File: src/verilog/conv_pkg.sv
// ****************************************
// shared constants of the converter link
// ****************************************
package conv_pkg;
  // word layout: pad bits then data, msb first
  localparam int unsigned WORD_W = 16;
  localparam int unsigned DATA_W = 12;
  localparam int unsigned PAD_W = 4;
  localparam logic [PAD_W-1:0] PAD_BITS = 4'h0;
  // index of the last bit of a word
  localparam logic [3:0] LAST_BIT = 4'hF;
  // falling edges in one host transmit word
  localparam logic [4:0] TX_BITS = 5'h10;
  // device: link clock cycles per half period of the adc serial clock
  localparam logic [2:0] RCLK_HALF = 3'h4;
  // host: system clock cycles per half period of the dac serial clock
  localparam logic [2:0] DAC_SERIAL_CLOCK_IN_HALF = 3'h4;
  // host: cycles the start and load strobes stay low
  localparam logic [3:0] START_LOW = 4'h8;
  localparam logic [3:0] LOAD_LOW = 4'h8;
  // values after reset
  localparam logic [DATA_W-1:0] DAC_CODE_RST = 12'h000;
  localparam logic PIN_IDLE = 1'b1;
  // device adc sequencer
  typedef enum logic [1:0] {
    ADC_IDLE = 2'b01,
    ADC_SHIFT = 2'b10
  } adc_state_t;
  // host transmit sequencer
  typedef enum logic [2:0] {
    TX_IDLE = 3'b001,
    TX_WAIT = 3'b010,
    TX_SHIFT = 3'b100
  } tx_state_t;
endpackage

File: src/verilog/conv_link_if.sv
`timescale 1ns/1ps
// ****************************************
// serial pins between host and converter
// ****************************************
interface conv_link_if;
  // host driven pins
  logic conversion_start_n;
  logic dac_load_strobe_n;
  logic dac_serial_clock_in;
  logic dac_frame_sync_n;
  logic dac_serial_data_in;
  // open-drain drivers of the device
  logic adc_clk_o;
  logic adc_clk_oe;
  logic adc_frame_o;
  logic adc_frame_oe;
  logic adc_data_o;
  logic adc_data_oe;
  // resolved open-drain wires, pull-ups give the high level
  logic adc_serial_clock;
  logic adc_frame_strobe_n;
  logic adc_serial_data_out;
  assign adc_serial_clock = adc_clk_oe ? adc_clk_o : 1'b1;
  assign adc_frame_strobe_n = adc_frame_oe ? adc_frame_o : 1'b1;
  assign adc_serial_data_out = adc_data_oe ? adc_data_o : 1'b1;
  // documented device end
  modport dev (
    input conversion_start_n, dac_load_strobe_n, dac_serial_clock_in,
    input dac_frame_sync_n, dac_serial_data_in,
    output adc_clk_o, adc_clk_oe, adc_frame_o, adc_frame_oe,
    output adc_data_o, adc_data_oe
  );
  // processor serial port end
  modport host (
    output conversion_start_n, dac_load_strobe_n, dac_serial_clock_in,
    output dac_frame_sync_n, dac_serial_data_in,
    input adc_serial_clock, adc_frame_strobe_n, adc_serial_data_out
  );
endinterface

File: src/verilog/conv_device.sv
`timescale 1ns/1ps
// What this block does
// - rising start edge begins conversion, enters hold
// - word is four zeros then 12-bit result
// - data changes on rising clock, sampled falling
// - frame low at start, bit valid first fall
// - clock, frame and data are open-drain
// - serial clock derived from adc master clock
// - continuity input selects free-running serial clock
// - noncontinuous clock released after each conversion
// - input latch and dac latch, latter drives output
// - host presents data valid at falling edge
// - frame sync starts exactly sixteen shifted bits
// - first four bits dropped, twelve msb first kept
// - load strobe falling edge copies input latch
// - load held low updates on sixteenth edge
// - load falling mid-word does not update
// - load low through word end updates at end
// - load back high before end: no update
// - codes are two's complement, zero is 000
// - host keeps frame sync high between words
module conv_device (
  // adc master clock, also the link clock of this end
  input wire logic link_clk,
  input wire logic rstn,
  // converter pins
  conv_link_if.dev link,
  // converter core side
  input wire logic [conv_pkg::DATA_W-1:0] adc_sample,
  input wire logic clock_continuous,
  output logic hold_mode,
  output logic [conv_pkg::DATA_W-1:0] dac_code,
  output logic dac_update
);
  import conv_pkg::*;

  // ****************************************
  // reset and pin synchronisers
  // ****************************************
  logic rst_meta; // first stage of reset synchroniser
  logic rst_sync_n; // reset in the link clock domain
  logic [5:0] pin_meta; // first stage, read by pin_sync only
  logic [5:0] pin_sync; // second stage, safe to use
  logic cs_s; // synchronised start strobe
  logic ld_s; // synchronised load strobe
  logic tck_s; // synchronised dac serial clock
  logic tfs_s; // synchronised frame sync
  logic dt_s; // synchronised serial data
  logic cont_s; // synchronised continuity select

  // two flops on every level coming from outside this clock
  always_ff @(posedge link_clk) begin
    rst_meta <= rstn;
    rst_sync_n <= rst_meta;
    pin_meta <= {link.conversion_start_n, link.dac_load_strobe_n,
                 link.dac_serial_clock_in, link.dac_frame_sync_n,
                 link.dac_serial_data_in, clock_continuous};
    pin_sync <= pin_meta;
  end

  assign {cs_s, ld_s, tck_s, tfs_s, dt_s, cont_s} = pin_sync;

  // ****************************************
  // edge detection
  // ****************************************
  logic cs_prev_reg; // start strobe one cycle ago
  logic ld_prev_reg; // load strobe one cycle ago
  logic tck_prev_reg; // dac clock one cycle ago
  logic cs_rise; // start strobe went high
  logic ld_fall; // load strobe went low
  logic tck_fall; // dac clock went low

  // idle-high history so reset does not fake an edge
  always_ff @(posedge link_clk) begin
    if (!rst_sync_n) begin
      cs_prev_reg <= PIN_IDLE;
      ld_prev_reg <= PIN_IDLE;
      tck_prev_reg <= PIN_IDLE;
    end else begin
      cs_prev_reg <= cs_s;
      ld_prev_reg <= ld_s;
      tck_prev_reg <= tck_s;
    end
  end

  assign cs_rise = ~cs_prev_reg & cs_s;
  assign ld_fall = ld_prev_reg & ~ld_s;
  assign tck_fall = tck_prev_reg & ~tck_s;

  // ****************************************
  // adc serial transmitter
  // ****************************************
  adc_state_t adc_state_reg, adc_state_next; // sequencer state
  logic [2:0] div_reg, div_next; // serial clock divider
  logic rclk_reg, rclk_next; // serial clock level, 1 = released
  logic frame_n_reg, frame_n_next; // frame strobe level
  logic [3:0] bit_reg, bit_next; // bit being sent
  logic [WORD_W-1:0] sh_reg, sh_next; // outgoing word, msb on the pin
  logic hold_reg, hold_next; // track/hold in hold mode
  logic rclk_tick; // half period of the serial clock done

  assign rclk_tick = (div_reg == RCLK_HALF - 3'h1);

  // next state of the transmitter
  always_comb begin
    adc_state_next = adc_state_reg;
    div_next = rclk_tick ? 3'h0 : div_reg + 3'h1;
    rclk_next = rclk_reg;
    frame_n_next = frame_n_reg;
    bit_next = bit_reg;
    sh_next = sh_reg;
    hold_next = hold_reg;
    unique case (adc_state_reg)
      ADC_IDLE: begin
        // free-running or parked serial clock between words
        if (cont_s) begin
          if (rclk_tick) begin
            rclk_next = ~rclk_reg;
          end
        end else begin
          rclk_next = 1'b1;
        end
        // start edge: hold, frame low, first zero on the pin
        if (cs_rise) begin
          adc_state_next = ADC_SHIFT;
          hold_next = 1'b1;
          frame_n_next = 1'b0;
          sh_next = {PAD_BITS, adc_sample};
          bit_next = 4'h0;
          rclk_next = 1'b1;
          div_next = 3'h0;
        end
      end
      ADC_SHIFT: begin
        if (rclk_tick) begin
          if (rclk_reg) begin
            // falling edge, the host samples here
            rclk_next = 1'b0;
          end else if (bit_reg == LAST_BIT) begin
            // word done: end of conversion
            adc_state_next = ADC_IDLE;
            frame_n_next = 1'b1;
            hold_next = 1'b0;
            rclk_next = 1'b1;
          end else begin
            // rising edge moves the next bit out
            rclk_next = 1'b1;
            bit_next = bit_reg + 4'h1;
            sh_next = {sh_reg[WORD_W-2:0], 1'b0};
          end
        end
      end
      default: begin
        adc_state_next = ADC_IDLE;
      end
    endcase
  end

  // transmitter registers
  always_ff @(posedge link_clk) begin
    if (!rst_sync_n) begin
      adc_state_reg <= ADC_IDLE;
      div_reg <= 3'h0;
      rclk_reg <= PIN_IDLE;
      frame_n_reg <= PIN_IDLE;
      bit_reg <= 4'h0;
      sh_reg <= {WORD_W{1'b1}};
      hold_reg <= 1'b0;
    end else begin
      adc_state_reg <= adc_state_next;
      div_reg <= div_next;
      rclk_reg <= rclk_next;
      frame_n_reg <= frame_n_next;
      bit_reg <= bit_next;
      sh_reg <= sh_next;
      hold_reg <= hold_next;
    end
  end

  // open-drain pins only ever pull low
  assign link.adc_clk_o = 1'b0;
  assign link.adc_clk_oe = ~rclk_reg;
  assign link.adc_frame_o = 1'b0;
  assign link.adc_frame_oe = ~frame_n_reg;
  assign link.adc_data_o = 1'b0;
  assign link.adc_data_oe = ~frame_n_reg & ~sh_reg[WORD_W-1];
  assign hold_mode = hold_reg;

  // ****************************************
  // dac serial receiver and latches
  // ****************************************
  logic rx_busy_reg, rx_busy_next; // word being shifted in
  logic armed_reg, armed_next; // frame sync seen high since last word
  logic [3:0] rx_cnt_reg, rx_cnt_next; // bits taken in this word
  logic [DATA_W-1:0] rx_sh_reg, rx_sh_next; // shifter, pad bits fall out
  logic [DATA_W-1:0] in_latch_reg, in_latch_next; // input latch
  logic [DATA_W-1:0] dac_reg, dac_next; // dac latch
  logic upd_reg, upd_next; // dac latch written
  logic [DATA_W-1:0] rx_word; // word completed by this edge

  assign rx_word = {rx_sh_reg[DATA_W-2:0], dt_s};

  // next state of the receiver and both latches
  always_comb begin
    rx_busy_next = rx_busy_reg;
    armed_next = armed_reg;
    rx_cnt_next = rx_cnt_reg;
    rx_sh_next = rx_sh_reg;
    in_latch_next = in_latch_reg;
    dac_next = dac_reg;
    upd_next = 1'b0;
    // frame sync high again lets a new word start
    if (tfs_s) begin
      armed_next = 1'b1;
    end
    if (tck_fall && (rx_busy_reg || (!tfs_s && armed_reg))) begin
      // take one bit on each of the sixteen falling edges
      rx_busy_next = 1'b1;
      armed_next = 1'b0;
      rx_sh_next = rx_word;
      rx_cnt_next = rx_cnt_reg + 4'h1;
      if (rx_cnt_reg == LAST_BIT) begin
        // sixteenth edge completes the input latch
        rx_busy_next = 1'b0;
        in_latch_next = rx_word;
        if (!ld_s) begin
          // load held low: update now with the new word
          dac_next = rx_word;
          upd_next = 1'b1;
        end
      end
    end else if (ld_fall && !rx_busy_reg) begin
      // plain load edge outside a word
      dac_next = in_latch_reg;
      upd_next = 1'b1;
    end
  end

  // receiver registers
  always_ff @(posedge link_clk) begin
    if (!rst_sync_n) begin
      rx_busy_reg <= 1'b0;
      armed_reg <= 1'b0;
      rx_cnt_reg <= 4'h0;
      rx_sh_reg <= DAC_CODE_RST;
      in_latch_reg <= DAC_CODE_RST;
      dac_reg <= DAC_CODE_RST;
      upd_reg <= 1'b0;
    end else begin
      rx_busy_reg <= rx_busy_next;
      armed_reg <= armed_next;
      rx_cnt_reg <= rx_cnt_next;
      rx_sh_reg <= rx_sh_next;
      in_latch_reg <= in_latch_next;
      dac_reg <= dac_next;
      upd_reg <= upd_next;
    end
  end

  // only the dac latch reaches the converter
  assign dac_code = dac_reg;
  assign dac_update = upd_reg;
endmodule

File: src/flat_wrapper.sv
// flat-port wrapper written by rule: the top's interface ports become plain ports
module conv_device_flat import conv_pkg::*;
  (link_clk, rstn, adc_sample, clock_continuous, hold_mode, dac_code, dac_update, link_conversion_start_n, link_dac_load_strobe_n, link_dac_serial_clock_in, link_dac_frame_sync_n, link_dac_serial_data_in, link_adc_clk_o, link_adc_clk_oe, link_adc_frame_o, link_adc_frame_oe, link_adc_data_o, link_adc_data_oe);
  conv_link_if link_i ();
  input wire logic link_clk;
  input wire logic rstn;
  input wire logic [conv_pkg::DATA_W-1:0] adc_sample;
  input wire logic clock_continuous;
  output logic hold_mode;
  output logic [conv_pkg::DATA_W-1:0] dac_code;
  output logic dac_update;
  input wire logic [$bits(link_i.conversion_start_n)-1:0] link_conversion_start_n;
  input wire logic [$bits(link_i.dac_load_strobe_n)-1:0] link_dac_load_strobe_n;
  input wire logic [$bits(link_i.dac_serial_clock_in)-1:0] link_dac_serial_clock_in;
  input wire logic [$bits(link_i.dac_frame_sync_n)-1:0] link_dac_frame_sync_n;
  input wire logic [$bits(link_i.dac_serial_data_in)-1:0] link_dac_serial_data_in;
  output wire logic [$bits(link_i.adc_clk_o)-1:0] link_adc_clk_o;
  output wire logic [$bits(link_i.adc_clk_oe)-1:0] link_adc_clk_oe;
  output wire logic [$bits(link_i.adc_frame_o)-1:0] link_adc_frame_o;
  output wire logic [$bits(link_i.adc_frame_oe)-1:0] link_adc_frame_oe;
  output wire logic [$bits(link_i.adc_data_o)-1:0] link_adc_data_o;
  output wire logic [$bits(link_i.adc_data_oe)-1:0] link_adc_data_oe;
  assign link_i.conversion_start_n = link_conversion_start_n;
  assign link_i.dac_load_strobe_n = link_dac_load_strobe_n;
  assign link_i.dac_serial_clock_in = link_dac_serial_clock_in;
  assign link_i.dac_frame_sync_n = link_dac_frame_sync_n;
  assign link_i.dac_serial_data_in = link_dac_serial_data_in;
  assign link_adc_clk_o = link_i.adc_clk_o;
  assign link_adc_clk_oe = link_i.adc_clk_oe;
  assign link_adc_frame_o = link_i.adc_frame_o;
  assign link_adc_frame_oe = link_i.adc_frame_oe;
  assign link_adc_data_o = link_i.adc_data_o;
  assign link_adc_data_oe = link_i.adc_data_oe;
  conv_device u_core (.link_clk(link_clk), .rstn(rstn), .link(link_i), .adc_sample(adc_sample), .clock_continuous(clock_continuous), .hold_mode(hold_mode), .dac_code(dac_code), .dac_update(dac_update));
endmodule
File: config.mk
export PLATFORM = sky130hd
export DESIGN_NAME = conv_device_flat
export DESIGN_NICKNAME = d
export VERILOG_FILES = /design/src/verilog/conv_pkg.sv /design/src/verilog/conv_link_if.sv /design/src/verilog/conv_device.sv /design/src/flat_wrapper.sv
export SDC_FILE = /design/constraint.sdc
export NUM_CORES = 1
export LEC_CHECK = 0
export BUFFER_PORTS_ARGS = -buffer_cell sky130_fd_sc_hd__buf_4
export CAP_MARGIN = 10
export CORE_UTILIZATION = 61
export CTS_CLUSTER_DIAMETER = 100
export CTS_CLUSTER_SIZE = 16
export DETAILED_ROUTE_END_ITERATION = 10
export PLACE_DENSITY = 0.84
export SLEW_MARGIN = 20
export SYNTH_ARGS = -nofsm -noshare
export SYNTH_HDL_FRONTEND = slang
export SYNTH_SLANG_ARGS = --single-unit
File: constraint.sdc
create_clock -name link_clk -period 2.95 [get_ports link_clk]
set_clock_uncertainty 0.05 [all_clocks]
set_input_delay 0.1475 -clock link_clk [delete_from_list [all_inputs] [get_ports link_clk]]
set_output_delay 0.1475 -clock link_clk [all_outputs]
set_load 0.01 [all_outputs]
==> impl_metrics.toml <==
[die]
initial_core_util_pct = 64.4
fp-row-count = 26
die_h_um = 75.9
ios = 40
coreArea_um2 = 5170
die_w_um = 75.9
die_area_um2 = 5760

[drt]
wl_mm = 6.19
post_drt_wl_per_cell_um = 13.2
drc = 0
vias = 2627
drtPass1Iterations = 4
ant_nets = 0
via_per_inst = 5.61
drt-initial-drc-count = 195

[synthesis]
yosysTopAreaCell = "dfxtp_1"
ys_async_sr_fraction_pct = 0
avgSynthCellArea_um2 = 9.25
synthTopCellsByArea = "dfxtp_1 (52%), nand2_1 (6.2%), o21ai_0 (4.7%)"
synth_common_cells = "dfxtp_1 (87), nand2_1 (55), o21ai_0 (31)"
synth_adder_area_share_pct = 2.25
synth_cell_types = 45
yosys_register_bits = 87
syn_inst = 360
synth_mux_area_share_pct = 3.31
synth_edf_count = 0
yosys_warnings = 0
synth_xor_area_share_pct = 0.789
yosysMostFrequentCell = "dfxtp_1"
synth_top_area_share_pct = 52.3
synthSimpleGateAreaFrac_pct = 15.7
synth_top_family_by_area = "compound AO/OA/AOI/OAI gates"
ys.flop_type = "dfxtp_1"
synthesis.area_um2 = 3330
synth-compound-area-share_pct = 20.4
ys_seq_area_share_pct = 52.3

[sta]
worst_pin_slew_ns = 1.03
fin_tns_setup_ns = 0
fmax_mhz = 434
finalSetupViolCount = 0
maxSlewHeadroom_pct = 31.3
finalHoldViolCount = 0
grt_setup_unrepaired = "false"
fin_crit_sh_pct = 78.1
fin_crit_ns = 2.30
drv_slew = 0

[clocking]
post_cts_resized = 0
cts_buffers = 9
htree_levels = 3
cts_buffer_depth = 2
cts_sinks = 87
clkTransAtPathRegs_ns = 0.08
cts-root-buf = "clkbuf_8"
clk_latency_ns = 0.34
tritoncts = "done"

[finish]
diodes = 0
syn_to_final_growth_pct = 16.2
stdcell_area_um2 = 3870
drive_gt1_share_pct = 15.1
nNetsFinal = 419
largest_register_ffs = 16
final_core_utilization_pct = 74.8

[outcome]
status = "completed"

[global_route]
grt_start_max_net_pins = 52
antenna_found_initial = 0
grt_overflow = 0
track_usage_pct = 23.5
grt_pass1_vias = 2327
grt_pass1_wl_mm = 10.0

[placed_design]
hpwl_mm = 3.84
place_congestion = 0.862
io_buffer_count = 36
place_area_um2 = 3610

[pwr]
p_per_area_nw_per_um2 = 809
leakage_nw = 1.47
ir_drop_v = 0.000608

[setup_path]
path_class = "reg -> reg"
cp-start-kind = "flip-flop"
arrival_ns = 2.53
worst-path-max-fanout = 24
required_ns = 3.18
end_kind = "flip-flop"

[flow_run]
cap_violations = 0

[hold_path]
min_path_type = "in -> reg"
kinds of logic (layout without fill, tap and decap cells):
| logic type | after synthesis | count (layout) |
|---|---|---|
| compound gates | 101 | 101 |
| xor+xnor | 3 | 3 |
| fa+ha+maj | 6 | 6 |
| buf+inv | 39 | 75 |
| flops | 87 | 87 |
| mux | 11 | 11 |
| other cells | 1 | 3 |
| simple gates | 112 | 112 |
stage by stage:
stage	cells	worst slack (ns)	hold slack [ns]	total power, mW
CTS	468	0.653	0.0478	3.14
global placement	445	0.746	0.202	2.32
finish	468	0.647	0.0543	3.13
global route	468	0.518	0.0595	3.33
floorplan	362	1.03	0.125	2.13
detailed placement	445	0.679	0.203	2.35
worst max-delay path, cell delays in order (launching register included):
cell	delay, ns
dfxtp_1	0.36
inv_1	0.07
ha_1	0.29
a21o_1	0.24
a221o_1	0.53
or4_1	0.55
a21oi_1	0.14
metal layers:
metal  GRT usage [%]  up-vias  part of all wire, %
li1                -     1341                    -
met1            28.5     1226                   47
met2            39.4       55                   48
met3            5.29        5                  3.5
met4            11.3        0                 0.76
met5               0        -                    0
worst paths after layout:
| check | from | endpoint | slack, ns | depth (start not counted) |
|---|---|---|---|---|
| hold / removal | adc_sample[10] | u_core.sh_reg[10] | 0.05 | 3 |
| setup reg to reg | u_core.adc_state_reg[0] | u_core.bit_reg[3] | 0.65 | 6 |
| hold reg to reg | u_core.pin_meta[0] | u_core.pin_sync[0] | 0.28 | 0 |
| setup / recovery | u_core.adc_state_reg[0] | u_core.bit_reg[3] | 0.65 | 6 |
placed cells by master (no fill, tap or decap), types with 2 or more instances in the layout:
cell | synthesis | routed
mux2i_1 | 11 | 11
o211ai_1 | 19 | 19
inv_1 | 9 | 9
o31ai_1 | 4 | 4
conb_1 | 1 | 3
nor2_1 | 9 | 9
a21oi_1 | 18 | 18
nand2b_1 | 5 | 5
clkbuf_1 | 20 | 2
nand3_1 | 16 | 16
or3_1 | 2 | 2
ha_1 | 6 | 6
xor2_1 | 2 | 2
nor3_1 | 12 | 12
and4b_1 | 2 | 2
clkinv_2 | 0 | 3
dlygate4sd3_1 | 0 | 7
o2111ai_1 | 2 | 2
nand2_1 | 55 | 55
o21a_1 | 2 | 2
buf_4 | 3 | 43
o21ai_0 | 31 | 31
o211a_1 | 2 | 2
dfxtp_1 | 87 | 87
and2_1 | 3 | 3
clkbuf_8 | 0 | 10
a221o_1 | 2 | 2
a311oi_1 | 12 | 12
o21ai_1 | 2 | 2
area by class of cell:
class	count	area, µm²
Clock inverter	4	45.0
Clock buffer	12	145
Inverter	9	33.8
Timing Repair Buffer	50	393
Fill cell	377	1300
Sequential cell	87	1740
Multi-Input combinational cell	236	1430
Tap cell	70	87.6
timing repair:
item                      in CTS  in global routing
hold endpoints to repair       7                  0
hold buffers                   7                  0
buffers inserted               0                  0
where the power goes:
group	switching (mW)	internal, mW
Sequential	0.106	1.37
Combinational	0.489	0.371
Clock	0.386	0.411
Power figures use the tool's default switching activity.
